`src/verilog/ccu_map.svh`:
```
// Register indices, field positions, mode codes and reset values of the unit.
`ifndef CCU_MAP_SVH
`define CCU_MAP_SVH

// Register indices; the byte address is four times the index.
`define CCU_IDX_VAL_LO   8'h15
`define CCU_IDX_VAL_HI   8'h16
`define CCU_IDX_CTRL     8'h17
`define CCU_IDX_FLAG     8'h0c

// Field positions in the flag register.
`define CCU_FLG_OVF      0
`define CCU_FLG_EVT      2

// Mode field codes.
`define CCU_M_OFF        4'h0
`define CCU_M_CAP_FALL   4'h4
`define CCU_M_CAP_RISE   4'h5
`define CCU_M_CAP_R4     4'h6
`define CCU_M_CAP_R16    4'h7
`define CCU_M_CMP_HIGH   4'h8
`define CCU_M_CMP_LOW    4'h9
`define CCU_M_CMP_SOFT   4'ha
`define CCU_M_CMP_TRIG   4'hb

// Reset values and prescaler terminal counts.
`define CCU_CTRL_RST     6'h00
`define CCU_PS4_LAST     2'h3
`define CCU_PS16_LAST    4'hf

// Bus response codes.
`define CCU_RESP_OKAY    2'h0
`define CCU_RESP_SLVERR  2'h2

`endif

```
`src/verilog/ccu_pkg.sv`:
```
// Types shared by the capture and compare unit.
package ccu_pkg;

  // Control register contents below the two bits that always read zero.
  typedef struct packed {
    logic [1:0] duty_low;
    logic [3:0] mode;
  } ccu_ctrl_t;

  // Flags that hardware sets and software clears.
  typedef struct packed {
    logic evt;
    logic ovf;
  } ccu_flags_t;

endpackage : ccu_pkg

```
`src/verilog/ccu_top.sv`:
```
// Capture and compare unit against a 16-bit timer, with an AXI4-Lite slave.
// Function
// - A capture copies the whole 16-bit timer count into the value.
// - Capture on falling, rising, every 4th or every 16th rising edge.
// - Every capture sets the event flag at bit 2 of the flag register.
// - A new capture overwrites the held value without a copy.
// - The detector watches the pin level, so port writes can capture.
// - Prescaler clears on reset, when off, and outside capture modes.
// - Switching between capture prescales keeps the prescaler count.
// - In compare mode a timer match drives the pin high, low or not.
// - A compare match sets the event flag with the pin action.
// - Turning the unit off forces the compare output latch low.
// - The flag-only compare mode leaves the pin alone.
// - Special trigger clears the timer and starts enabled conversions.
// - The special trigger never sets the timer overflow flag.
// - Duty bits are ignored here; control bits 7 and 6 read zero.
// - Codes 0100 to 0111 capture, codes 1000 to 1011 compare.
//
// Register access over AXI4-Lite is this design's own decision.
`timescale 1ns/10ps
`include "ccu_map.svh"

module ccu_top #(
  parameter int ADDR_W = 12
) (
  // Clock and reset.
  input  wire logic              mclk,
  input  wire logic              nrst,
  // AXI4-Lite write address and data.
  input  wire logic [ADDR_W-1:0] s_awaddr,
  input  wire logic              s_awvalid,
  output logic                   s_awready,
  input  wire logic [31:0]       s_wdata,
  input  wire logic [3:0]        s_wstrb,
  input  wire logic              s_wvalid,
  output logic                   s_wready,
  // AXI4-Lite write response.
  output logic [1:0]             s_bresp,
  output logic                   s_bvalid,
  input  wire logic              s_bready,
  // AXI4-Lite read.
  input  wire logic [ADDR_W-1:0] s_araddr,
  input  wire logic              s_arvalid,
  output logic                   s_arready,
  output logic [31:0]            s_rdata,
  output logic [1:0]             s_rresp,
  output logic                   s_rvalid,
  input  wire logic              s_rready,
  // Timer interface.
  input  wire logic [15:0]       timer_count,
  input  wire logic              timer_overflow,
  output logic                   timer_clear,
  // Converter interface.
  input  wire logic              adc_enable,
  output logic                   adc_start,
  // Event pin and flag.
  input  wire logic              pin_level,
  output logic                   cmp_out,
  output logic                   event_flag
);

  // True when a byte address equals four times a register index.
  function automatic logic reg_hit(input logic [ADDR_W-1:0] addr,
                                   input logic [7:0] idx);
    reg_hit = (addr == ADDR_W'({idx, 2'b00}));
  endfunction : reg_hit

  // Bus state.
  logic [ADDR_W-1:0] aw_addr_q;
  logic              aw_have_q;
  logic [31:0]       w_data_q;
  logic              w_strb0_q;
  logic              w_have_q;
  logic              bvalid_q;
  logic [1:0]        bresp_q;
  logic              rvalid_q;
  logic [31:0]       rdata_q;
  logic [1:0]        rresp_q;

  // Unit state.
  logic [15:0]          val_q;
  logic [15:0]          val_d;
  ccu_pkg::ccu_ctrl_t   ctrl_q;
  ccu_pkg::ccu_ctrl_t   ctrl_d;
  ccu_pkg::ccu_flags_t  flg_q;
  ccu_pkg::ccu_flags_t  flg_d;
  logic [3:0]           ps_q;
  logic                 pin_q;
  logic                 match_q;
  logic                 cmp_out_q;
  logic                 cmp_out_d;
  logic                 trig_q;
  logic                 adc_q;

  // Write decode; a write commits once address and data are both held.
  wire wr_go    = aw_have_q & w_have_q & ~bvalid_q;
  wire wr_byte  = wr_go & w_strb0_q;
  wire wr_lo    = wr_byte & reg_hit(aw_addr_q, `CCU_IDX_VAL_LO);
  wire wr_hi    = wr_byte & reg_hit(aw_addr_q, `CCU_IDX_VAL_HI);
  wire wr_ctrl  = wr_byte & reg_hit(aw_addr_q, `CCU_IDX_CTRL);
  wire wr_flag  = wr_byte & reg_hit(aw_addr_q, `CCU_IDX_FLAG);
  wire wr_known = reg_hit(aw_addr_q, `CCU_IDX_VAL_LO) |
                  reg_hit(aw_addr_q, `CCU_IDX_VAL_HI) |
                  reg_hit(aw_addr_q, `CCU_IDX_CTRL) |
                  reg_hit(aw_addr_q, `CCU_IDX_FLAG);

  // Read decode and data selection.
  wire        rd_go  = s_arvalid & ~rvalid_q;
  wire        rd_lo  = reg_hit(s_araddr, `CCU_IDX_VAL_LO);
  wire        rd_hi  = reg_hit(s_araddr, `CCU_IDX_VAL_HI);
  wire        rd_ctl = reg_hit(s_araddr, `CCU_IDX_CTRL);
  wire        rd_flg = reg_hit(s_araddr, `CCU_IDX_FLAG);
  wire        rd_ok  = rd_lo | rd_hi | rd_ctl | rd_flg;
  wire [7:0]  ctl_rd = {2'b00, ctrl_q};
  wire [7:0]  flg_rd = {5'h00, flg_q.evt, 1'b0, flg_q.ovf};
  wire [7:0]  rd_sel = rd_lo  ? val_q[7:0]  :
                       rd_hi  ? val_q[15:8] :
                       rd_ctl ? ctl_rd      :
                       rd_flg ? flg_rd      : 8'h00;

  // Mode class decode.
  // mode class
  wire [3:0] mode   = ctrl_q.mode;
  wire       is_cap = (mode[3:2] == 2'b01);
  wire       is_cmp = (mode[3:2] == 2'b10);

  // Pin edge detection on the resolved pin level.
  // level watched
  wire rise = pin_level & ~pin_q;
  wire fall = ~pin_level & pin_q;

  // Capture qualification per mode.
  // edge select
  wire cap_hit = is_cap & (
    (mode == `CCU_M_CAP_FALL) ? fall :
    (mode == `CCU_M_CAP_RISE) ? rise :
    (mode == `CCU_M_CAP_R4)   ? rise & (ps_q[1:0] == `CCU_PS4_LAST) :
                                rise & (ps_q == `CCU_PS16_LAST));
  wire ps_step = rise & ((mode == `CCU_M_CAP_R4) | (mode == `CCU_M_CAP_R16));

  // Compare acts once when the equality begins.
  // value against timer
  wire match   = is_cmp & (timer_count == val_q);
  wire cmp_hit = match & ~match_q;
  wire trig    = cmp_hit & (mode == `CCU_M_CMP_TRIG);

  // Value register: a capture overrides a software byte write.
  always_comb
  begin
    val_d = val_q;
    if (wr_lo)
      val_d[7:0] = w_data_q[7:0];
    if (wr_hi)
      val_d[15:8] = w_data_q[7:0];
    if (cap_hit)
      val_d = timer_count;
  end

  // Control register keeps the duty bits; only the bus readback uses them.
  // duty ignored
  assign ctrl_d = wr_ctrl ? ccu_pkg::ccu_ctrl_t'(w_data_q[5:0]) : ctrl_q;

  // Flags: software writes the value, hardware sets win the same cycle.
  always_comb
  begin
    flg_d = flg_q;
    if (wr_flag)
    begin
      flg_d.evt = w_data_q[`CCU_FLG_EVT];
      flg_d.ovf = w_data_q[`CCU_FLG_OVF];
    end
    if (cap_hit | cmp_hit)
      flg_d.evt = 1'b1;
    if (timer_overflow)
      flg_d.ovf = 1'b1;
  end

  // Compare output latch.
  always_comb
  begin
    cmp_out_d = cmp_out_q;
    if (cmp_hit & (mode == `CCU_M_CMP_HIGH))
      cmp_out_d = 1'b1;
    if (cmp_hit & (mode == `CCU_M_CMP_LOW))
      cmp_out_d = 1'b0;
    if (mode == `CCU_M_OFF)
      cmp_out_d = 1'b0;
  end

  // Write address and data holding registers.
  always_ff @(posedge mclk or negedge nrst)
  begin
    if (!nrst)
    begin
      aw_have_q <= 1'b0;
      aw_addr_q <= '0;
      w_have_q  <= 1'b0;
      w_data_q  <= 32'h0000_0000;
      w_strb0_q <= 1'b0;
    end
    else
    begin
      if (s_awvalid & s_awready)
      begin
        aw_have_q <= 1'b1;
        aw_addr_q <= s_awaddr;
      end
      else if (wr_go)
        aw_have_q <= 1'b0;
      if (s_wvalid & s_wready)
      begin
        w_have_q  <= 1'b1;
        w_data_q  <= s_wdata;
        w_strb0_q <= s_wstrb[0];
      end
      else if (wr_go)
        w_have_q <= 1'b0;
    end
  end

  // Write response.
  always_ff @(posedge mclk or negedge nrst)
  begin
    if (!nrst)
    begin
      bvalid_q <= 1'b0;
      bresp_q  <= `CCU_RESP_OKAY;
    end
    else if (wr_go)
    begin
      bvalid_q <= 1'b1;
      bresp_q  <= wr_known ? `CCU_RESP_OKAY : `CCU_RESP_SLVERR;
    end
    else if (s_bready)
      bvalid_q <= 1'b0;
  end

  // Read response.
  always_ff @(posedge mclk or negedge nrst)
  begin
    if (!nrst)
    begin
      rvalid_q <= 1'b0;
      rdata_q  <= 32'h0000_0000;
      rresp_q  <= `CCU_RESP_OKAY;
    end
    else if (rd_go)
    begin
      rvalid_q <= 1'b1;
      rdata_q  <= {24'h00_0000, rd_sel};
      rresp_q  <= rd_ok ? `CCU_RESP_OKAY : `CCU_RESP_SLVERR;
    end
    else if (s_rready)
      rvalid_q <= 1'b0;
  end

  // Unit registers.
  always_ff @(posedge mclk or negedge nrst)
  begin
    if (!nrst)
    begin
      val_q     <= 16'h0000;
      ctrl_q    <= `CCU_CTRL_RST;
      flg_q     <= '0;
      cmp_out_q <= 1'b0;
      pin_q     <= 1'b0;
      match_q   <= 1'b0;
    end
    else
    begin
      val_q     <= val_d;
      ctrl_q    <= ctrl_d;
      flg_q     <= flg_d;
      cmp_out_q <= cmp_out_d;
      pin_q     <= pin_level;
      match_q   <= match;
    end
  end

  // Capture prescaler counter.
  always_ff @(posedge mclk or negedge nrst)
  begin
    if (!nrst)
      ps_q <= 4'h0;
    else if (!is_cap)
      ps_q <= 4'h0;
    else if (ps_step)
      ps_q <= ps_q + 4'h1;
  end

  // Special trigger pulses, one cycle each.
  always_ff @(posedge mclk or negedge nrst)
  begin
    if (!nrst)
    begin
      trig_q <= 1'b0;
      adc_q  <= 1'b0;
    end
    else
    begin
      trig_q <= trig;
      adc_q  <= trig & adc_enable;
    end
  end

  // Outputs.
  assign s_awready  = ~aw_have_q;
  assign s_wready   = ~w_have_q;
  assign s_bvalid   = bvalid_q;
  assign s_bresp    = bresp_q;
  assign s_arready  = ~rvalid_q;
  assign s_rvalid   = rvalid_q;
  assign s_rdata    = rdata_q;
  assign s_rresp    = rresp_q;
  assign timer_clear = trig_q;
  assign adc_start  = adc_q;
  assign cmp_out    = cmp_out_q;
  assign event_flag = flg_q.evt;

endmodule : ccu_top

```
`config.mk`:
```
export PLATFORM = sky130hd
export DESIGN_NAME = ccu_top
export DESIGN_NICKNAME = d
export VERILOG_FILES = /design/src/verilog/ccu_pkg.sv /design/src/verilog/ccu_top.sv
export VERILOG_INCLUDE_DIRS = /design/src /design/src/verilog
export SDC_FILE = /design/constraint.sdc
export NUM_CORES = 1
export LEC_CHECK = 0
export BUFFER_PORTS_ARGS = -buffer_cell sky130_fd_sc_hd__buf_2
export CORE_ASPECT_RATIO = 1.1
export CORE_MARGIN = 10
export CORE_UTILIZATION = 50
export CTS_CLUSTER_SIZE = 12
export DETAILED_ROUTE_END_ITERATION = 8
export HOLD_SLACK_MARGIN = 0.08
export PLACE_DENSITY_LB_ADDON = 0.05
export REMOVE_ABC_BUFFERS = 1
export SLEW_MARGIN = 5
export SYNTH_ARGS = -nofsm -noshare
export SYNTH_HDL_FRONTEND = slang
export SYNTH_SLANG_ARGS = --single-unit
export TNS_END_PERCENT = 20
```
`constraint.sdc`:
```
create_clock -name mclk -period 2 [get_ports mclk]
set_clock_uncertainty 0.1 [all_clocks]
set_input_delay 0.3 -clock mclk [delete_from_list [all_inputs] [get_ports mclk]]
set_output_delay 0.3 -clock mclk [all_outputs]
set_load 0.05 [all_outputs]
```
==> flow_metrics.env <==
export IMPL_status="completed"
export IMPL_cp_end_kind="flip-flop"
export IMPL_critPathRequiredTime_ns=2.17
export IMPL_start_util_pct=51.0
export IMPL_combPwrFrac_pct=25.4
export IMPL_postSynthAreaPerCell_um2=10.9
export IMPL_regArea_um2=1700
export IMPL_area_growth_pct=26.7
export IMPL_finalSetupTns_ns=0
export IMPL_regToRegSetupSlack_ns=0.13
export IMPL_drcViolationCount=0
export IMPL_dpl_hpwl_um=6250
export IMPL_track_usage_pct=15.6
export IMPL_powerDensity_nw_per_um2=981
export IMPL_r2r_start="val_q[13]"
export IMPL_wl_per_cell_um=15.9
export IMPL_dr_pass1_iters=4
export IMPL_fin_crit_sh_pct=93.7
export IMPL_seqPwrFrac_pct=44.0
export IMPL_cts_sinks=68
export IMPL_diodes=0
export IMPL_clock_root_buffer="clkbuf_8"
export IMPL_vias=2686
export IMPL_std_cell_rows=32
export IMPL_yosys_cell_types_count=49
export IMPL_fillers=599
export IMPL_final_common_cell="buf_2"
export IMPL_ir_drop_mv=0.770
export IMPL_rr_worst_depth=5
export IMPL_ios=131
export IMPL_holdPathEnd="aw_addr_q[0]"
export IMPL_final_nets=527
export IMPL_min_period_ns=1.87
export IMPL_hold_path_class="input port to flip-flop"
export IMPL_worst_setup_path_type="flip-flop to flip-flop"
export IMPL_avgViaCountPerCell=5.07
export IMPL_slowest_stage="or3_4"
export IMPL_fmax_mhz=534
export IMPL_core_area_um2=6970
export IMPL_synthFlopType="dfrtp_1"
export IMPL_crit_arrival_ns=2.04
export IMPL_p_switching_w=0.00144
export IMPL_reg2reg_to="cmp_out"
export IMPL_antenna_found_initial=0
export IMPL_startpoint_type="flip-flop"
export IMPL_die_h_um=108
export IMPL_grt_pass1_wl_um=13500
export IMPL_path_clk_slew_ns=0.07
export IMPL_finalWeightedCongestion=0.804
export IMPL_finalNonFillerCells=530
export IMPL_dr_first_iter_drc_count=76
export IMPL_synth_cells=327
export IMPL_rsz0062_at_grt="no"
export IMPL_dp_cells=488
export IMPL_cts_buffer_depth=2
export IMPL_synth_area_um2=3550
export IMPL_yosys_warnings=0
export IMPL_gr_total_overflow=0
export IMPL_htree_levels=3
export IMPL_finalHoldViolations=0
export IMPL_p_total_w=0.00442
export IMPL_crit_fanout=4
export IMPL_cts_buffers=9
export IMPL_die_width_um=100
export IMPL_grt_pass1_vias=2828
export IMPL_ant_nets=0
export IMPL_layout_common_cells="buf_2, dfrtp_1, nor2_1"
export IMPL_path_cells="xor2_1, nor4_2, nand4_1, or3_4, a21oi_1"
export IMPL_io_buffers=77
export IMPL_setup_viol=0
export IMPL_ys_ff_latch=68
export IMPL_drive_gt1_share_pct=32.1
export IMPL_drv_cap=0
export IMPL_clock_power_share_pct=30.6
export IMPL_dieArea_um2=10900
export IMPL_multiInputGateArea_um2=1670
export IMPL_yosysSeqAreaShare_pct=47.9
export IMPL_grt_max_degree=69
export IMPL_maxSlewViolCount=0
export IMPL_wirelength_um=8420
export IMPL_netSwitchingFraction_pct=32.6
export IMPL_min_path_cells=2
export IMPL_cts_tree="yes"
export IMPL_async_flop_share_pct=100
export IMPL_leakagePower_nw=2.15
export IMPL_max_stage_delay_ns=0.44
export IMPL_clk_latency_ns=0.34
export IMPL_synth_edf_count=0
export IMPL_min_delay_start="s_awaddr[0]"
export IMPL_intPower_w=0.00298
## layout make-up
cell class	count	share of cell area [%]
Clock inverter	7	2.56
Inverter	10	0.834
Multi-Input combinational cell	238	37.1
Tap cell	85	2.36
Timing Repair Buffer	113	16.6
Sequential cell	68	37.8
Clock buffer	9	2.75
## flip-flops by register name, summed over array words and instances (netlist names), 2 cells and up
| signal | cells |
|---|---|
| s_rdata | 8 |
| mode | 4 |
| val_q | 16 |
| ps_q | 4 |
| aw_addr_q | 12 |
| w_data_q | 8 |
| ctl_rd | 2 |
## worst max-delay path, delay by kind of cell (launching register included)
family                    cells  cell delay (ns)
AOI/OAI and AO/OA             1             0.15
and+or+nand+nor               3             0.97
xor gates and xnor gates      1             0.17
DFF                           1             0.40
## Yosys cell counts, types with 2 or more instances
master    number  area [um^2]
dfrtp_1       68         1700
nor2_1        29          109
buf_4         26          195
mux2_2        24          270
a21oi_1       23          115
mux2i_1       19          190
nand2_1       16         60.1
xor2_1        13          114
o21ai_0       11         55.1
inv_1         10         37.5
clkbuf_1       7         26.3
a22oi_1        6         45.0
mux2_1         6         67.6
nand2b_1       6         37.5
nand4_1        6         37.5
nor2b_1        5         31.3
nand3_1        4         20.0
o31ai_1        4         30.0
xnor2_1        4         35.0
buf_2          3         15.0
nor4_1         3         18.8
nand3_2        2         20.0
nand4_2        2         25.0
nor3b_1        2         15.0
nor4_2         2         25.0
nor4b_1        2         17.5
o21a_1         2         15.0
## cells by family (layout without fill, tap and decap cells)
kind of cell,after synthesis,after routing,share of synthesized area [%]
muxes,49,49,14.9
other,1,26,0.106
xor gates and xnor gates,17,17,4.19
adders and majority gates,1,1,0.352
and+or+nand+nor,90,90,15.4
DFF,68,68,47.9
buffers and inverters,46,139,7.71
AOI/OAI and AO/OA,55,55,9.54
## what timing repair did
action,CTS,global route
gates resized for setup,0,0
hold buffers,25,1
buffers inserted,0,0
endpoints found under the hold margin,92,1
setup endpoints to repair,0,1
## routing by layer
metal / routed length [um] / global-route usage [%] / vias to the layer above
li1: - / - / 1325
met1: 3590 / 17.8 / 1282
met2: 4140 / 26.1 / 68
met3: 587 / 5.93 / 11
met4: 107 / 5.76 / 0
met5: 0 / 0 / -
## worst max-delay path by stage
stage                         from    endpoint  slack [ns]  cells past startpoint
floorplan                 s_rvalid  s_rresp[1]        0.08                      4
global placement    timer_count[0]     cmp_out        0.12                      6
detailed placement  timer_count[0]     cmp_out         0.1                      6
CTS                       val_q[0]     cmp_out        0.09                      5
global route             val_q[13]     cmp_out        0.01                      5
finish                   val_q[13]     cmp_out        0.13                      5
## power by group through the flow
| stage | clock [W] | sequential [W] | combinational (W) |
|---|---|---|---|
| floorplan | 0 | 0.00197 | 0.000729 |
| global placement | 0 | 0.00196 | 0.00106 |
| detailed placement | 0 | 0.00197 | 0.00109 |
| CTS | 0.00138 | 0.00195 | 0.00113 |
| global route | 0.00144 | 0.00199 | 0.00122 |
| finish | 0.00135 | 0.00195 | 0.00112 |
## through the flow
step / setup WS (ns) / utilization [%] / area [um^2] / hold slack (ns)
after floorplan: 0.0810 / - / 3410 / -0.0956
after global placement: 0.124 / 57.5 / 4000 / 0.254
after detailed placement: 0.0983 / 57.5 / 4000 / 0.250
after CTS: 0.0946 / 64.5 / 4490 / 0.0814
after global routing: 0.0116 / 64.6 / 4500 / 0.0905
final: 0.126 / 64.6 / 4500 / 0.0931
Note: power is estimated with default switching activity, not from simulation.
